`config.mk`:
```
export PLATFORM = sky130hd
export DESIGN_NAME = sxp_top
export DESIGN_NICKNAME = d
export VERILOG_FILES = /design/src/design/sxp_pkg.sv /design/src/design/sxp_frame_if.sv /design/src/design/sxp_top.sv /design/src/design/sxp_rx.sv /design/src/design/sxp_csum.sv
export SDC_FILE = /design/constraint.sdc
export NUM_CORES = 1
export LEC_CHECK = 0
export BUFFER_PORTS_ARGS = -buffer_cell sky130_fd_sc_hd__buf_4
export CAP_MARGIN = 40
export CORE_MARGIN = 2
export CORE_UTILIZATION = 60
export DETAILED_ROUTE_END_ITERATION = 8
export GPL_ROUTABILITY_DRIVEN = 0
export PLACE_DENSITY = 0.89
export SYNTH_ARGS = -nofsm -noshare
export SYNTH_HDL_FRONTEND = slang
export SYNTH_SLANG_ARGS = --single-unit
```
`constraint.sdc`:
```
create_clock -name clk -period 2.6 [get_ports clk]
set_clock_uncertainty 0.05 [all_clocks]
set_input_delay 0.13 -clock clk [delete_from_list [all_inputs] [get_ports clk]]
set_output_delay 0.13 -clock clk [all_outputs]
set_load 0.02 [all_outputs]
```
`src/design/sxp_pkg.sv`:
```
package sxp_pkg;

  // Register byte offsets on the APB slave.
  localparam logic [7:0] SXP_OFF_CTRL = 8'h00;
  localparam logic [7:0] SXP_OFF_BAUD = 8'h04;
  localparam logic [7:0] SXP_OFF_TXD = 8'h08;
  localparam logic [7:0] SXP_OFF_RXD = 8'h0C;
  localparam logic [7:0] SXP_OFF_STAT = 8'h10;

  // Control register field positions.
  localparam int SXP_CTRL_BITS8 = 0;
  localparam int SXP_CTRL_PAR_EN = 1;
  localparam int SXP_CTRL_PAR_ODD = 2;
  localparam int SXP_CTRL_LINE_LO = 3;
  localparam int SXP_CTRL_LINE_HI = 4;
  localparam int SXP_CTRL_CONT = 5;
  localparam int SXP_CTRL_CSUM_EN = 6;
  localparam int SXP_CTRL_EOS = 7;
  localparam int SXP_CTRL_FLOW_EN = 8;
  localparam int SXP_CTRL_W = 9;

  // Status register field positions.
  localparam int SXP_ST_TX_BUSY = 0;
  localparam int SXP_ST_TX_FULL = 1;
  localparam int SXP_ST_RX_VALID = 2;
  localparam int SXP_ST_PAR_ERR = 3;
  localparam int SXP_ST_FRM_ERR = 4;
  localparam int SXP_ST_OVR_ERR = 5;
  localparam int SXP_ST_SUSPEND = 6;

  // Reset values: 8 data bits, no parity, single-ended, flow control on.
  localparam logic [8:0] SXP_CTRL_RST = 9'h101;

  // Line interface selection.
  localparam logic [1:0] SXP_LINE_SE = 2'h0;
  localparam logic [1:0] SXP_LINE_P2P = 2'h1;
  localparam logic [1:0] SXP_LINE_MDROP = 2'h2;

  // Flow control characters.
  localparam logic [7:0] SXP_CHR_STOP = 8'h13;
  localparam logic [7:0] SXP_CHR_RESUME = 8'h11;

  // Bit timing: one bit period is (divisor + 1) clocks, 16x oversampled on receive.
  localparam int SXP_CLK_HZ = 250000000;
  localparam int SXP_BAUD_MIN = 300;
  localparam int SXP_BAUD_MAX = 115200;
  localparam int SXP_OVS = 16;
  localparam logic [19:0] SXP_DIV_MAX = 20'((SXP_CLK_HZ / SXP_BAUD_MIN) - 1);
  localparam logic [19:0] SXP_DIV_MIN = 20'((SXP_CLK_HZ / SXP_BAUD_MAX) - 1);
  localparam logic [19:0] SXP_DIV_RST = 20'((SXP_CLK_HZ / 9600) - 1);

  // Transmitter states.
  typedef enum logic [4:0]
  {
    SXP_TX_IDLE = 5'h01,
    SXP_TX_START = 5'h02,
    SXP_TX_DATA = 5'h04,
    SXP_TX_PAR = 5'h08,
    SXP_TX_STOP = 5'h10
  } sxp_tx_state_e;

endpackage

```
`src/design/sxp_frame_if.sv`:
```
`timescale 1ns/1ps
// Framing settings and the shared bit divisor, passed from the top to the receiver.
interface sxp_frame_if;
  logic bits8;
  logic par_en;
  logic par_odd;
  logic [19:0] div;
  modport cfg (output bits8, output par_en, output par_odd, output div);
  modport use_cfg (input bits8, input par_en, input par_odd, input div);
endinterface

```
`src/design/sxp_top.sv`:
```
`timescale 1ns/1ps
module sxp_top
  import sxp_pkg::*;
(
  input wire logic clk,
  input wire logic rst_b,
  input wire logic psel,
  input wire logic penable,
  input wire logic pwrite,
  input wire logic [7:0] paddr,
  input wire logic [31:0] pwdata,
  output logic [31:0] prdata,
  output logic pready,
  output logic pslverr,
  input wire logic rxd,
  output logic txd,
  output logic tx_oe
);

  sxp_frame_if fr ();

  logic [SXP_CTRL_W-1:0] ctrl_r;
  logic [19:0] div_r;
  logic [7:0] hold_r;
  logic hold_v_r;
  logic hold_eos_r;
  logic suspend_r;
  logic [7:0] rdat_r;
  logic rvalid_r;
  logic par_err_r;
  logic frm_err_r;
  logic ovr_err_r;
  logic csum_pend_r;
  sxp_tx_state_e tx_st_r;
  sxp_tx_state_e tx_st_nxt;
  logic [19:0] bit_cnt_r;
  logic [3:0] tx_idx_r;
  logic [7:0] tx_shf_r;
  logic tx_par_r;
  logic tx_csum_r;

  logic rx_done;
  logic [7:0] rx_data;
  logic rx_par_err;
  logic rx_frm_err;
  logic [7:0] csum_val;

  ////////////////////////////////////////////////////////////////////////////
  // Configuration to the receiver.
  assign fr.bits8 = ctrl_r[SXP_CTRL_BITS8];
  assign fr.par_en = ctrl_r[SXP_CTRL_PAR_EN];
  assign fr.par_odd = ctrl_r[SXP_CTRL_PAR_ODD];
  assign fr.div = div_r;

  sxp_rx u_rx (
    .clk(clk),
    .rst_b(rst_b),
    .cfg(fr),
    .rxd(rxd),
    .done(rx_done),
    .data(rx_data),
    .par_err(rx_par_err),
    .frm_err(rx_frm_err)
  );

  ////////////////////////////////////////////////////////////////////////////
  // APB decode. The slave always answers in the access cycle, no wait states.
  logic acc;
  logic wr;
  logic rd;
  logic hit_ctrl;
  logic hit_baud;
  logic hit_txd;
  logic hit_rxd;
  logic hit_stat;
  logic mapped;
  logic [1:0] line_sel;
  logic cont_mode;
  logic is_stop;
  logic is_resume;
  logic flow_chr;
  logic bit_end;
  logic tx_load;
  logic [3:0] tx_nbits;
  logic [19:0] div_wr;
  logic [31:0] rd_mux;
  logic [31:0] stat_word;
  logic tx_busy;

  assign acc = psel && penable;
  assign wr = acc && pwrite;
  assign rd = acc && !pwrite;
  assign hit_ctrl = (paddr == SXP_OFF_CTRL);
  assign hit_baud = (paddr == SXP_OFF_BAUD);
  assign hit_txd = (paddr == SXP_OFF_TXD);
  assign hit_rxd = (paddr == SXP_OFF_RXD);
  assign hit_stat = (paddr == SXP_OFF_STAT);
  assign mapped = hit_ctrl || hit_baud || hit_txd || hit_rxd || hit_stat;
  assign line_sel = ctrl_r[SXP_CTRL_LINE_HI:SXP_CTRL_LINE_LO];
  assign cont_mode = ctrl_r[SXP_CTRL_CONT];

  // Divisor writes are clamped into the supported rate range.
  assign div_wr = (pwdata[19:0] > SXP_DIV_MAX) ? SXP_DIV_MAX :
                  (pwdata[19:0] < SXP_DIV_MIN) ? SXP_DIV_MIN : pwdata[19:0];

  assign tx_busy = (tx_st_r != SXP_TX_IDLE);
  assign stat_word = {25'h0000000, suspend_r, ovr_err_r, frm_err_r, par_err_r,
                      rvalid_r, hold_v_r, tx_busy};
  assign rd_mux = hit_ctrl ? {23'h000000, ctrl_r} :
                  hit_baud ? {12'h000, div_r} :
                  hit_txd ? {24'h000000, hold_r} :
                  hit_rxd ? {24'h000000, rdat_r} :
                  hit_stat ? stat_word : 32'h00000000;

  // Flow characters are caught here and kept out of the data path.
  assign is_stop = rx_done && (rx_data == SXP_CHR_STOP);
  assign is_resume = rx_done && (rx_data == SXP_CHR_RESUME);
  assign flow_chr = ctrl_r[SXP_CTRL_FLOW_EN] && (is_stop || is_resume);

  ////////////////////////////////////////////////////////////////////////////
  // Bus answer registers.
  always_ff @(posedge clk or negedge rst_b)
  begin
    if (!rst_b)
    begin
      prdata <= 32'h00000000;
      pready <= 1'b0;
      pslverr <= 1'b0;
    end
    else
    begin
      pready <= psel && !penable;
      pslverr <= psel && !penable && !mapped;
      prdata <= (psel && !penable && !pwrite) ? rd_mux : 32'h00000000;
    end
  end

  // Configuration registers, written only when the access completes.
  always_ff @(posedge clk or negedge rst_b)
  begin
    if (!rst_b)
    begin
      ctrl_r <= SXP_CTRL_RST;
      div_r <= SXP_DIV_RST;
    end
    else if (wr && pready)
    begin
      if (hit_ctrl)
        ctrl_r <= pwdata[SXP_CTRL_W-1:0];
      if (hit_baud)
        div_r <= div_wr;
    end
  end

  // Transmit holding register. A write while full is dropped and software
  // must poll the full flag; this keeps the path to one character.
  always_ff @(posedge clk or negedge rst_b)
  begin
    if (!rst_b)
    begin
      hold_r <= 8'h00;
      hold_v_r <= 1'b0;
      hold_eos_r <= 1'b0;
    end
    else if (wr && pready && hit_txd && !hold_v_r)
    begin
      hold_r <= pwdata[7:0];
      hold_v_r <= 1'b1;
      hold_eos_r <= pwdata[SXP_CTRL_EOS];
    end
    else if (tx_load && !csum_pend_r)
      hold_v_r <= 1'b0;
  end

  // Suspend flag: stop sets, resume clears, only while flow control is on; turning it off clears the flag.
  always_ff @(posedge clk or negedge rst_b)
  begin
    if (!rst_b)
      suspend_r <= 1'b0;
    else if (!ctrl_r[SXP_CTRL_FLOW_EN])
      suspend_r <= 1'b0;
    else if (is_stop)
      suspend_r <= 1'b1;
    else if (is_resume)
      suspend_r <= 1'b0;
  end

  // Receive data and sticky errors; a new event wins over a read clear.
  always_ff @(posedge clk or negedge rst_b)
  begin
    if (!rst_b)
    begin
      rdat_r <= 8'h00;
      rvalid_r <= 1'b0;
      par_err_r <= 1'b0;
      frm_err_r <= 1'b0;
      ovr_err_r <= 1'b0;
    end
    else
    begin
      if (rx_done && !flow_chr)
      begin
        rdat_r <= rx_data;
        rvalid_r <= 1'b1;
      end
      else if (rd && pready && hit_rxd)
        rvalid_r <= 1'b0;
      if (rx_done && !flow_chr && rvalid_r)
        ovr_err_r <= 1'b1;
      else if (wr && pready && hit_stat && pwdata[SXP_ST_OVR_ERR])
        ovr_err_r <= 1'b0;
      if (rx_done && rx_par_err)
        par_err_r <= 1'b1;
      else if (wr && pready && hit_stat && pwdata[SXP_ST_PAR_ERR])
        par_err_r <= 1'b0;
      if (rx_done && rx_frm_err)
        frm_err_r <= 1'b1;
      else if (wr && pready && hit_stat && pwdata[SXP_ST_FRM_ERR])
        frm_err_r <= 1'b0;
    end
  end

  ////////////////////////////////////////////////////////////////////////////
  // Running checksum over continuous-mode characters.
  sxp_csum u_csum (
    .clk(clk),
    .rst_b(rst_b),
    .clr(tx_load && tx_csum_r),
    .add(tx_load && cont_mode && !csum_pend_r),
    .chr(hold_r),
    .sum(csum_val)
  );

  // A checksum is owed after the last character of a continuous string.
  always_ff @(posedge clk or negedge rst_b)
  begin
    if (!rst_b)
      csum_pend_r <= 1'b0;
    else if (tx_load && csum_pend_r)
      csum_pend_r <= 1'b0;
    else if (tx_load && cont_mode && hold_eos_r && ctrl_r[SXP_CTRL_CSUM_EN])
      csum_pend_r <= 1'b1;
  end

  ////////////////////////////////////////////////////////////////////////////
  // Transmitter. A character already on the line always finishes; suspend
  // only blocks the next one from starting.
  assign bit_end = (bit_cnt_r == div_r);
  assign tx_nbits = ctrl_r[SXP_CTRL_BITS8] ? 4'h8 : 4'h7;
  assign tx_load = (tx_st_r == SXP_TX_IDLE) && (hold_v_r || csum_pend_r) &&
                   !suspend_r;

  always_comb
  begin
    tx_st_nxt = tx_st_r;
    case (tx_st_r)
      SXP_TX_IDLE: if (tx_load) tx_st_nxt = SXP_TX_START;
      SXP_TX_START: if (bit_end) tx_st_nxt = SXP_TX_DATA;
      SXP_TX_DATA:
        if (bit_end && tx_idx_r == tx_nbits - 4'h1)
          tx_st_nxt = ctrl_r[SXP_CTRL_PAR_EN] ? SXP_TX_PAR : SXP_TX_STOP;
      SXP_TX_PAR: if (bit_end) tx_st_nxt = SXP_TX_STOP;
      SXP_TX_STOP: if (bit_end) tx_st_nxt = SXP_TX_IDLE;
      default: tx_st_nxt = SXP_TX_IDLE;
    endcase
  end

  always_ff @(posedge clk or negedge rst_b)
  begin
    if (!rst_b)
    begin
      tx_st_r <= SXP_TX_IDLE;
      bit_cnt_r <= 20'h00000;
      tx_idx_r <= 4'h0;
      tx_shf_r <= 8'h00;
      tx_par_r <= 1'b0;
      tx_csum_r <= 1'b0;
    end
    else
    begin
      tx_st_r <= tx_st_nxt;
      bit_cnt_r <= (bit_end || tx_st_r == SXP_TX_IDLE) ? 20'h00000 : bit_cnt_r + 20'h00001;
      if (tx_load)
      begin
        tx_shf_r <= csum_pend_r ? csum_val : hold_r;
        tx_csum_r <= csum_pend_r;
        tx_idx_r <= 4'h0;
        tx_par_r <= ctrl_r[SXP_CTRL_PAR_ODD];
      end
      else if (tx_st_r == SXP_TX_DATA && bit_end)
      begin
        tx_idx_r <= tx_idx_r + 4'h1;
        tx_par_r <= tx_par_r ^ tx_shf_r[0];
        tx_shf_r <= {1'b0, tx_shf_r[7:1]};
      end
    end
  end

  // Line driver: single-ended has no enable pin in use, point-to-point
  // always drives, multi-drop drives only during a character.
  always_ff @(posedge clk or negedge rst_b)
  begin
    if (!rst_b)
    begin
      txd <= 1'b1;
      tx_oe <= 1'b0;
    end
    else
    begin
      case (tx_st_nxt)
        SXP_TX_START: txd <= 1'b0;
        SXP_TX_DATA: txd <= (tx_st_r == SXP_TX_DATA && bit_end) ? tx_shf_r[1] : tx_shf_r[0];
        SXP_TX_PAR: txd <= (tx_st_r == SXP_TX_DATA) ? tx_par_r ^ tx_shf_r[0] : tx_par_r;
        default: txd <= 1'b1;
      endcase
      case (line_sel)
        SXP_LINE_P2P: tx_oe <= 1'b1;
        SXP_LINE_MDROP: tx_oe <= (tx_st_nxt != SXP_TX_IDLE);
        default: tx_oe <= 1'b1;
      endcase
    end
  end

  ////////////////////////////////////////////////////////////////////////////
  // Checks.
  AST_SUSPEND_BLOCKS: assert property (@(posedge clk) disable iff (!rst_b)
    suspend_r && tx_st_r == SXP_TX_IDLE |=> tx_st_r == SXP_TX_IDLE)
    else $error("transmission started while suspended");
  AST_RESUME_CLEARS: assert property (@(posedge clk) disable iff (!rst_b)
    is_resume && !is_stop && ctrl_r[SXP_CTRL_FLOW_EN] |=> !suspend_r)
    else $error("resume character did not clear suspend");
  AST_P2P_DRIVE: assert property (@(posedge clk) disable iff (!rst_b)
    $past(line_sel) == SXP_LINE_P2P |-> tx_oe)
    else $error("point-to-point driver released");
  AST_MDROP_RELEASE: assert property (@(posedge clk) disable iff (!rst_b)
    line_sel == SXP_LINE_MDROP && tx_st_r == SXP_TX_IDLE && $stable(line_sel) |-> !tx_oe)
    else $error("multi-drop driver on while idle");
  AST_FLOW_NOT_DATA: assert property (@(posedge clk) disable iff (!rst_b)
    flow_chr && !rvalid_r |=> !rvalid_r)
    else $error("flow character delivered as data");
  AST_START_LOW: assert property (@(posedge clk) disable iff (!rst_b)
    tx_load |=> tx_st_r == SXP_TX_START ##1 !txd)
    else $error("start bit not low");
  AST_STOP_HIGH: assert property (@(posedge clk) disable iff (!rst_b)
    tx_st_r == SXP_TX_STOP |-> txd)
    else $error("stop bit not high");
  AST_DIV_RANGE: assert property (@(posedge clk) disable iff (!rst_b)
    div_r >= SXP_DIV_MIN && div_r <= SXP_DIV_MAX)
    else $error("bit divisor out of range");

endmodule

```
`src/design/sxp_rx.sv`:
```
`timescale 1ns/1ps
module sxp_rx
  import sxp_pkg::*;
(
  input wire logic clk,
  input wire logic rst_b,
  sxp_frame_if.use_cfg cfg,
  input wire logic rxd,
  output logic done,
  output logic [7:0] data,
  output logic par_err,
  output logic frm_err
);

  logic [15:0] tick_cnt_r;
  logic [3:0] ovs_cnt_r;
  logic [3:0] bit_idx_r;
  logic [9:0] shf_r;
  logic busy_r;
  logic rxd_q_r;
  logic rx_s_r;
  logic [15:0] tick_div;
  logic tick;
  logic mid;
  logic [3:0] nbits;
  logic last;
  logic par_calc;

  ////////////////////////////////////////////////////////////////////////////
  // Oversample tick is one sixteenth of a bit; input is synchronous already.
  assign tick_div = cfg.div[19:4];
  assign tick = (tick_cnt_r == tick_div);
  assign mid = tick && (ovs_cnt_r == 4'h7);
  // Start, data, optional parity, stop.
  assign nbits = 4'h1 + (cfg.bits8 ? 4'h8 : 4'h7) + {3'h0, cfg.par_en} + 4'h1;
  assign last = mid && (bit_idx_r == nbits - 4'h1);
  // With parity the parity bit sits at [8], so data plus parity is [8:0] or [8:1].
  assign par_calc = (cfg.bits8 ? ^shf_r[8:0] : ^shf_r[8:1]) ^ cfg.par_odd;

  // Bit counter and shifter; samples each bit at its centre.
  always_ff @(posedge clk or negedge rst_b)
  begin
    if (!rst_b)
    begin
      tick_cnt_r <= 16'h0000;
      ovs_cnt_r <= 4'h0;
      bit_idx_r <= 4'h0;
      shf_r <= 10'h000;
      busy_r <= 1'b0;
      rxd_q_r <= 1'b1;
    end
    else
    begin
      rxd_q_r <= rxd;
      tick_cnt_r <= (tick || !busy_r) ? 16'h0000 : tick_cnt_r + 16'h0001;
      if (!busy_r)
      begin
        ovs_cnt_r <= 4'h0;
        bit_idx_r <= 4'h0;
        busy_r <= rxd_q_r && !rxd;
      end
      else
      begin
        if (tick)
          ovs_cnt_r <= ovs_cnt_r + 4'h1;
        if (mid)
        begin
          bit_idx_r <= bit_idx_r + 4'h1;
          shf_r <= {rxd, shf_r[9:1]};
          if (bit_idx_r == 4'h0 && rxd)
            busy_r <= 1'b0;
        end
        if (last)
          busy_r <= 1'b0;
      end
    end
  end

  // On completion the data bits are taken from [7:0], [7:1], [8:1] or [8:2] by format.
  always_ff @(posedge clk or negedge rst_b)
  begin
    if (!rst_b)
    begin
      done <= 1'b0;
      data <= 8'h00;
      par_err <= 1'b0;
      frm_err <= 1'b0;
      rx_s_r <= 1'b0;
    end
    else
    begin
      rx_s_r <= last;
      done <= rx_s_r;
      if (rx_s_r)
      begin
        // Shifted value holds stop at [9]; parity, if any, at [8].
        data <= cfg.par_en ? (cfg.bits8 ? shf_r[7:0] : {1'b0, shf_r[7:1]})
                           : (cfg.bits8 ? shf_r[8:1] : {1'b0, shf_r[8:2]});
        frm_err <= !shf_r[9];
        par_err <= cfg.par_en && par_calc;
      end
    end
  end

endmodule

```
`src/design/sxp_csum.sv`:
```
`timescale 1ns/1ps
// Running two's-complement checksum of a continuous output string.
module sxp_csum
  import sxp_pkg::*;
(
  input wire logic clk,
  input wire logic rst_b,
  input wire logic clr,
  input wire logic add,
  input wire logic [7:0] chr,
  output logic [7:0] sum
);

  logic [7:0] acc_r;

  // The sum is negated and cut to seven bits so it stays printable-safe.
  assign sum = 8'((~acc_r + 8'h01) & 8'h7F);

  // A string that starts just after a checksum must still count its first character.
  always_ff @(posedge clk or negedge rst_b)
  begin
    if (!rst_b)
      acc_r <= 8'h00;
    else if (clr)
      acc_r <= add ? chr : 8'h00;
    else if (add)
      acc_r <= 8'(acc_r + chr);
  end

endmodule

```
==> flow_metrics.tcl <==
set metrics [dict create \
    wl_per_cell_um 19.6 \
    layout_common_cells "dfrtp_1, nor2_1, nand2_1" \
    critPathTopFamily "simple AND/OR/NAND/NOR gates" \
    worstPathRequired_ps 2870 \
    critPathCaptureType "register" \
    totalWireLength_um 22200 \
    clk_pin_slew_ps 70 \
    setup_violations 0 \
    path_buf_inv 1 \
    num_io_pins 82 \
    fin_setup_tns_ps 0 \
    grt_pass1_wl_um 36700 \
    status "finished, final reports clean" \
    drc 0 \
    irDropWorstVdd_v 0.000652 \
    post_cts_buffers 0 \
    worst_pin_slew_ps 653 \
    die_area_um2 15700 \
    area_delta_synth_final_pct 16.5 \
    dpl.hpwl_um 14300 \
    cp_data_arrival_time_ps 2690 \
    synth_ff_type "dfrtp_1" \
    ys.warnings.count 0 \
    viasPerCell 6.21 \
    cts_max_level 4 \
    hp-class "in2reg" \
    netlist_area_um2 8850 \
    rsz0062_at_grt "no" \
    clock_sinks 170 \
    leakagePower_nw 4.96 \
    ant_nets 0 \
    grt_usage 0.296 \
    period_needed_ps 2420 \
    gr-usage-met2 0.468 \
    dp.cells 1081 \
    hold_violations 0 \
    worstReg2RegEnd "tx_shf_r[3]" \
    critPathMaxFanout 11 \
    clock_latency_ps 440 \
    cts_buffers 17 \
    synthDistinctLibCells 73 \
    reg2reg_slack_ps 180 \
    cp_cell_sequence "xor2_1, nor4_1, nand2_1, nor3_4, buf_4, mux2i_1, a21oi_1" \
    cp_slowest_cell "dfstp_2" \
    dieWidth_um 125 \
    synth-edff-count 0 \
    slew_violations 0 \
    ys_seq_area_frac 0.482 \
    die_h_um 125 \
    start_util 0.611 \
    endpoint "tx_shf_r[3]" \
    worstSetupStartpoint "div_r[14]" \
    n_fill_cell 944 \
    worst-r2r-cell-count 7 \
    busiest_layer "met2" \
    mostFrequentLayoutCell "dfrtp_1" \
    period_share 0.931 \
    path_class "reg2reg" \
    start_kind "register" \
    async_reset_ff_frac 1.00 \
    path_depth 7 \
    synth_cells 854 \
    instances_no_fill 1138 \
    first_pass_iters 5 \
    n_antenna_cell 0 \
    grt_max_degree 68 \
    nets 1003 \
    initialDrtViolationCount 931 \
    use_met1 0.382 \
    coreArea_um2 14500 \
    drive_gt1_frac 0.190 \
    avgSynthCellArea_um2 10.4 \
    fmaxAchievable_mhz 413 \
    ys_seq_elements 170 \
    io_buffers 57 \
    grt_antenna_before_repair 0 \
    num_vias 7065 \
    maxCapViolations 0 \
    rows 44 \
    slowest_delay_ps 600 \
    root_buffer "clkbuf_16" \
    grt_use_met3 0.0646 \
    cts_tree "yes" \
    grt_overflow 0 \
    clk_path_buf_depth 2 \
    slew_headroom 0.563 \
    grt_pass1_vias 7009 \
    reg2reg_from "div_r[14]" \
    power.density_nw_per_um2 627 \
]
-- stage by stage --
stage / cell area [µm²] / hold WS (ps) / power (mW) / setup WS (ps) / util
floorplan: 8890 / -216 / 3.63 / 576 / -
global placement: 9470 / 116 / 3.87 / 330 / 0.654
detailed placement: 9470 / 116 / 3.92 / 235 / 0.654
CTS: 10300 / 0.722 / 6.48 / 206 / 0.712
global route: 10300 / 21.4 / 6.74 / 28.1 / 0.712
finish: 10300 / 18.1 / 6.46 / 179 / 0.712
-- registers in the layout, indices dropped and copies added, names as in the netlist, 5 cells and up --
| register | cells |
|---|---|
| rdat_r | 8 |
| div_r | 20 |
| ctrl_r | 9 |
| u_csum.acc_r | 7 |
| u_rx.tick_cnt_r | 16 |
| tx_shf_r | 8 |
| tx_st_r | 5 |
| hold_r | 8 |
| bit_cnt_r | 20 |
| prdata | 20 |
| u_rx.data | 8 |
| u_rx.shf_r | 10 |
-- final cells by class --
cell class / instances / area, µm² / area share
flip-flops and latches: 170 / 4270 / 0.414
repair buffers: 98 / 827 / 0.0802
clock inverters: 13 / 141 / 0.0137
inverters: 26 / 97.6 / 0.00946
well taps: 184 / 230 / 0.0223
multi-input cells: 628 / 4310 / 0.417
clock buffers: 19 / 443 / 0.0429
-- report_power, final --
part / internal (mW) / switching, mW / total, mW
logic: 0.420 / 0.493 / 0.912
clock network: 1.45 / 1.10 / 2.54
registers: 2.81 / 0.198 / 3.01
-- cell usage after synthesis (3+ instances only) --
master | n | share of area
a211oi_1 | 12 | 0.010
a21o_1 | 4 | 0.0034
a21oi_1 | 25 | 0.014
a221o_1 | 4 | 0.0045
a221oi_1 | 8 | 0.0079
a22o_1 | 5 | 0.0049
a22oi_1 | 8 | 0.0068
a31oi_1 | 6 | 0.0042
and2_1 | 11 | 0.0078
and3_1 | 20 | 0.014
buf_2 | 6 | 0.0034
buf_4 | 13 | 0.011
clkbuf_1 | 18 | 0.0076
dfrtp_1 | 157 | 0.44
dfstp_2 | 13 | 0.039
ha_1 | 15 | 0.021
inv_1 | 26 | 0.011
mux2_2 | 32 | 0.041
mux2_4 | 8 | 0.014
mux2i_1 | 23 | 0.026
nand2_1 | 72 | 0.031
nand2b_1 | 10 | 0.0071
nand3_1 | 27 | 0.015
nand3b_1 | 4 | 0.0034
nand4_1 | 8 | 0.0057
nor2_1 | 79 | 0.034
nor2b_1 | 12 | 0.0085
nor3_1 | 18 | 0.010
nor4_1 | 12 | 0.0085
o211ai_1 | 3 | 0.0025
o21a_1 | 3 | 0.0025
o21ai_0 | 39 | 0.022
o22ai_1 | 5 | 0.0035
or3_1 | 5 | 0.0035
xnor2_1 | 36 | 0.036
xor2_1 | 56 | 0.055
-- per-layer routing --
layer  part of all wire  vias to the layer above
met4              0.053                        0
met2               0.47                      396
met1               0.39                     3410
li1                   -                     3144
met5                  0                        -
met3              0.082                      115
-- worst reg2reg max path: stages (launching register included) --
cell     delay (ps)
dfstp_2         600
xor2_1          100
nor4_1          450
nand2_1         270
nor3_4          290
buf_4           250
mux2i_1         210
a21oi_1          80
-- worst min-delay path by stage --
| stage | start | endpoint | slack [ps] | depth (start not counted) |
|---|---|---|---|---|
| floorplan | rst_b | bit_cnt_r[0] | -220 | 0 |
| global placement | rst_b | u_rx.tick_cnt_r[8] | 120 | 1 |
| detailed placement | rst_b | u_rx.tick_cnt_r[8] | 120 | 1 |
| CTS | paddr[4] | prdata[7] | 0.7 | 4 |
| global route | paddr[4] | prdata[7] | 20 | 4 |
| finish | paddr[4] | prdata[7] | 20 | 4 |
-- kinds of logic (layout without fill, tap and decap cells) --
logic type,after synthesis,in the layout,synth area share
buf+inv,67,156,0.0365
simple gates,301,301,0.177
fa+ha+maj,16,16,0.0235
other cells,1,12,0.000424
compound gates,144,144,0.109
flops,170,170,0.482
xor+xnor,92,92,0.0910
mux,63,63,0.0803
-- repair_timing --
item / CTS / global route
gates resized for setup: 0 / 1
hold buffers: 25 / 0
hold endpoints to repair: 107 / 0
endpoints found under the setup margin: 0 / 5
No activity file was read; power rests on OpenSTA's default activity.
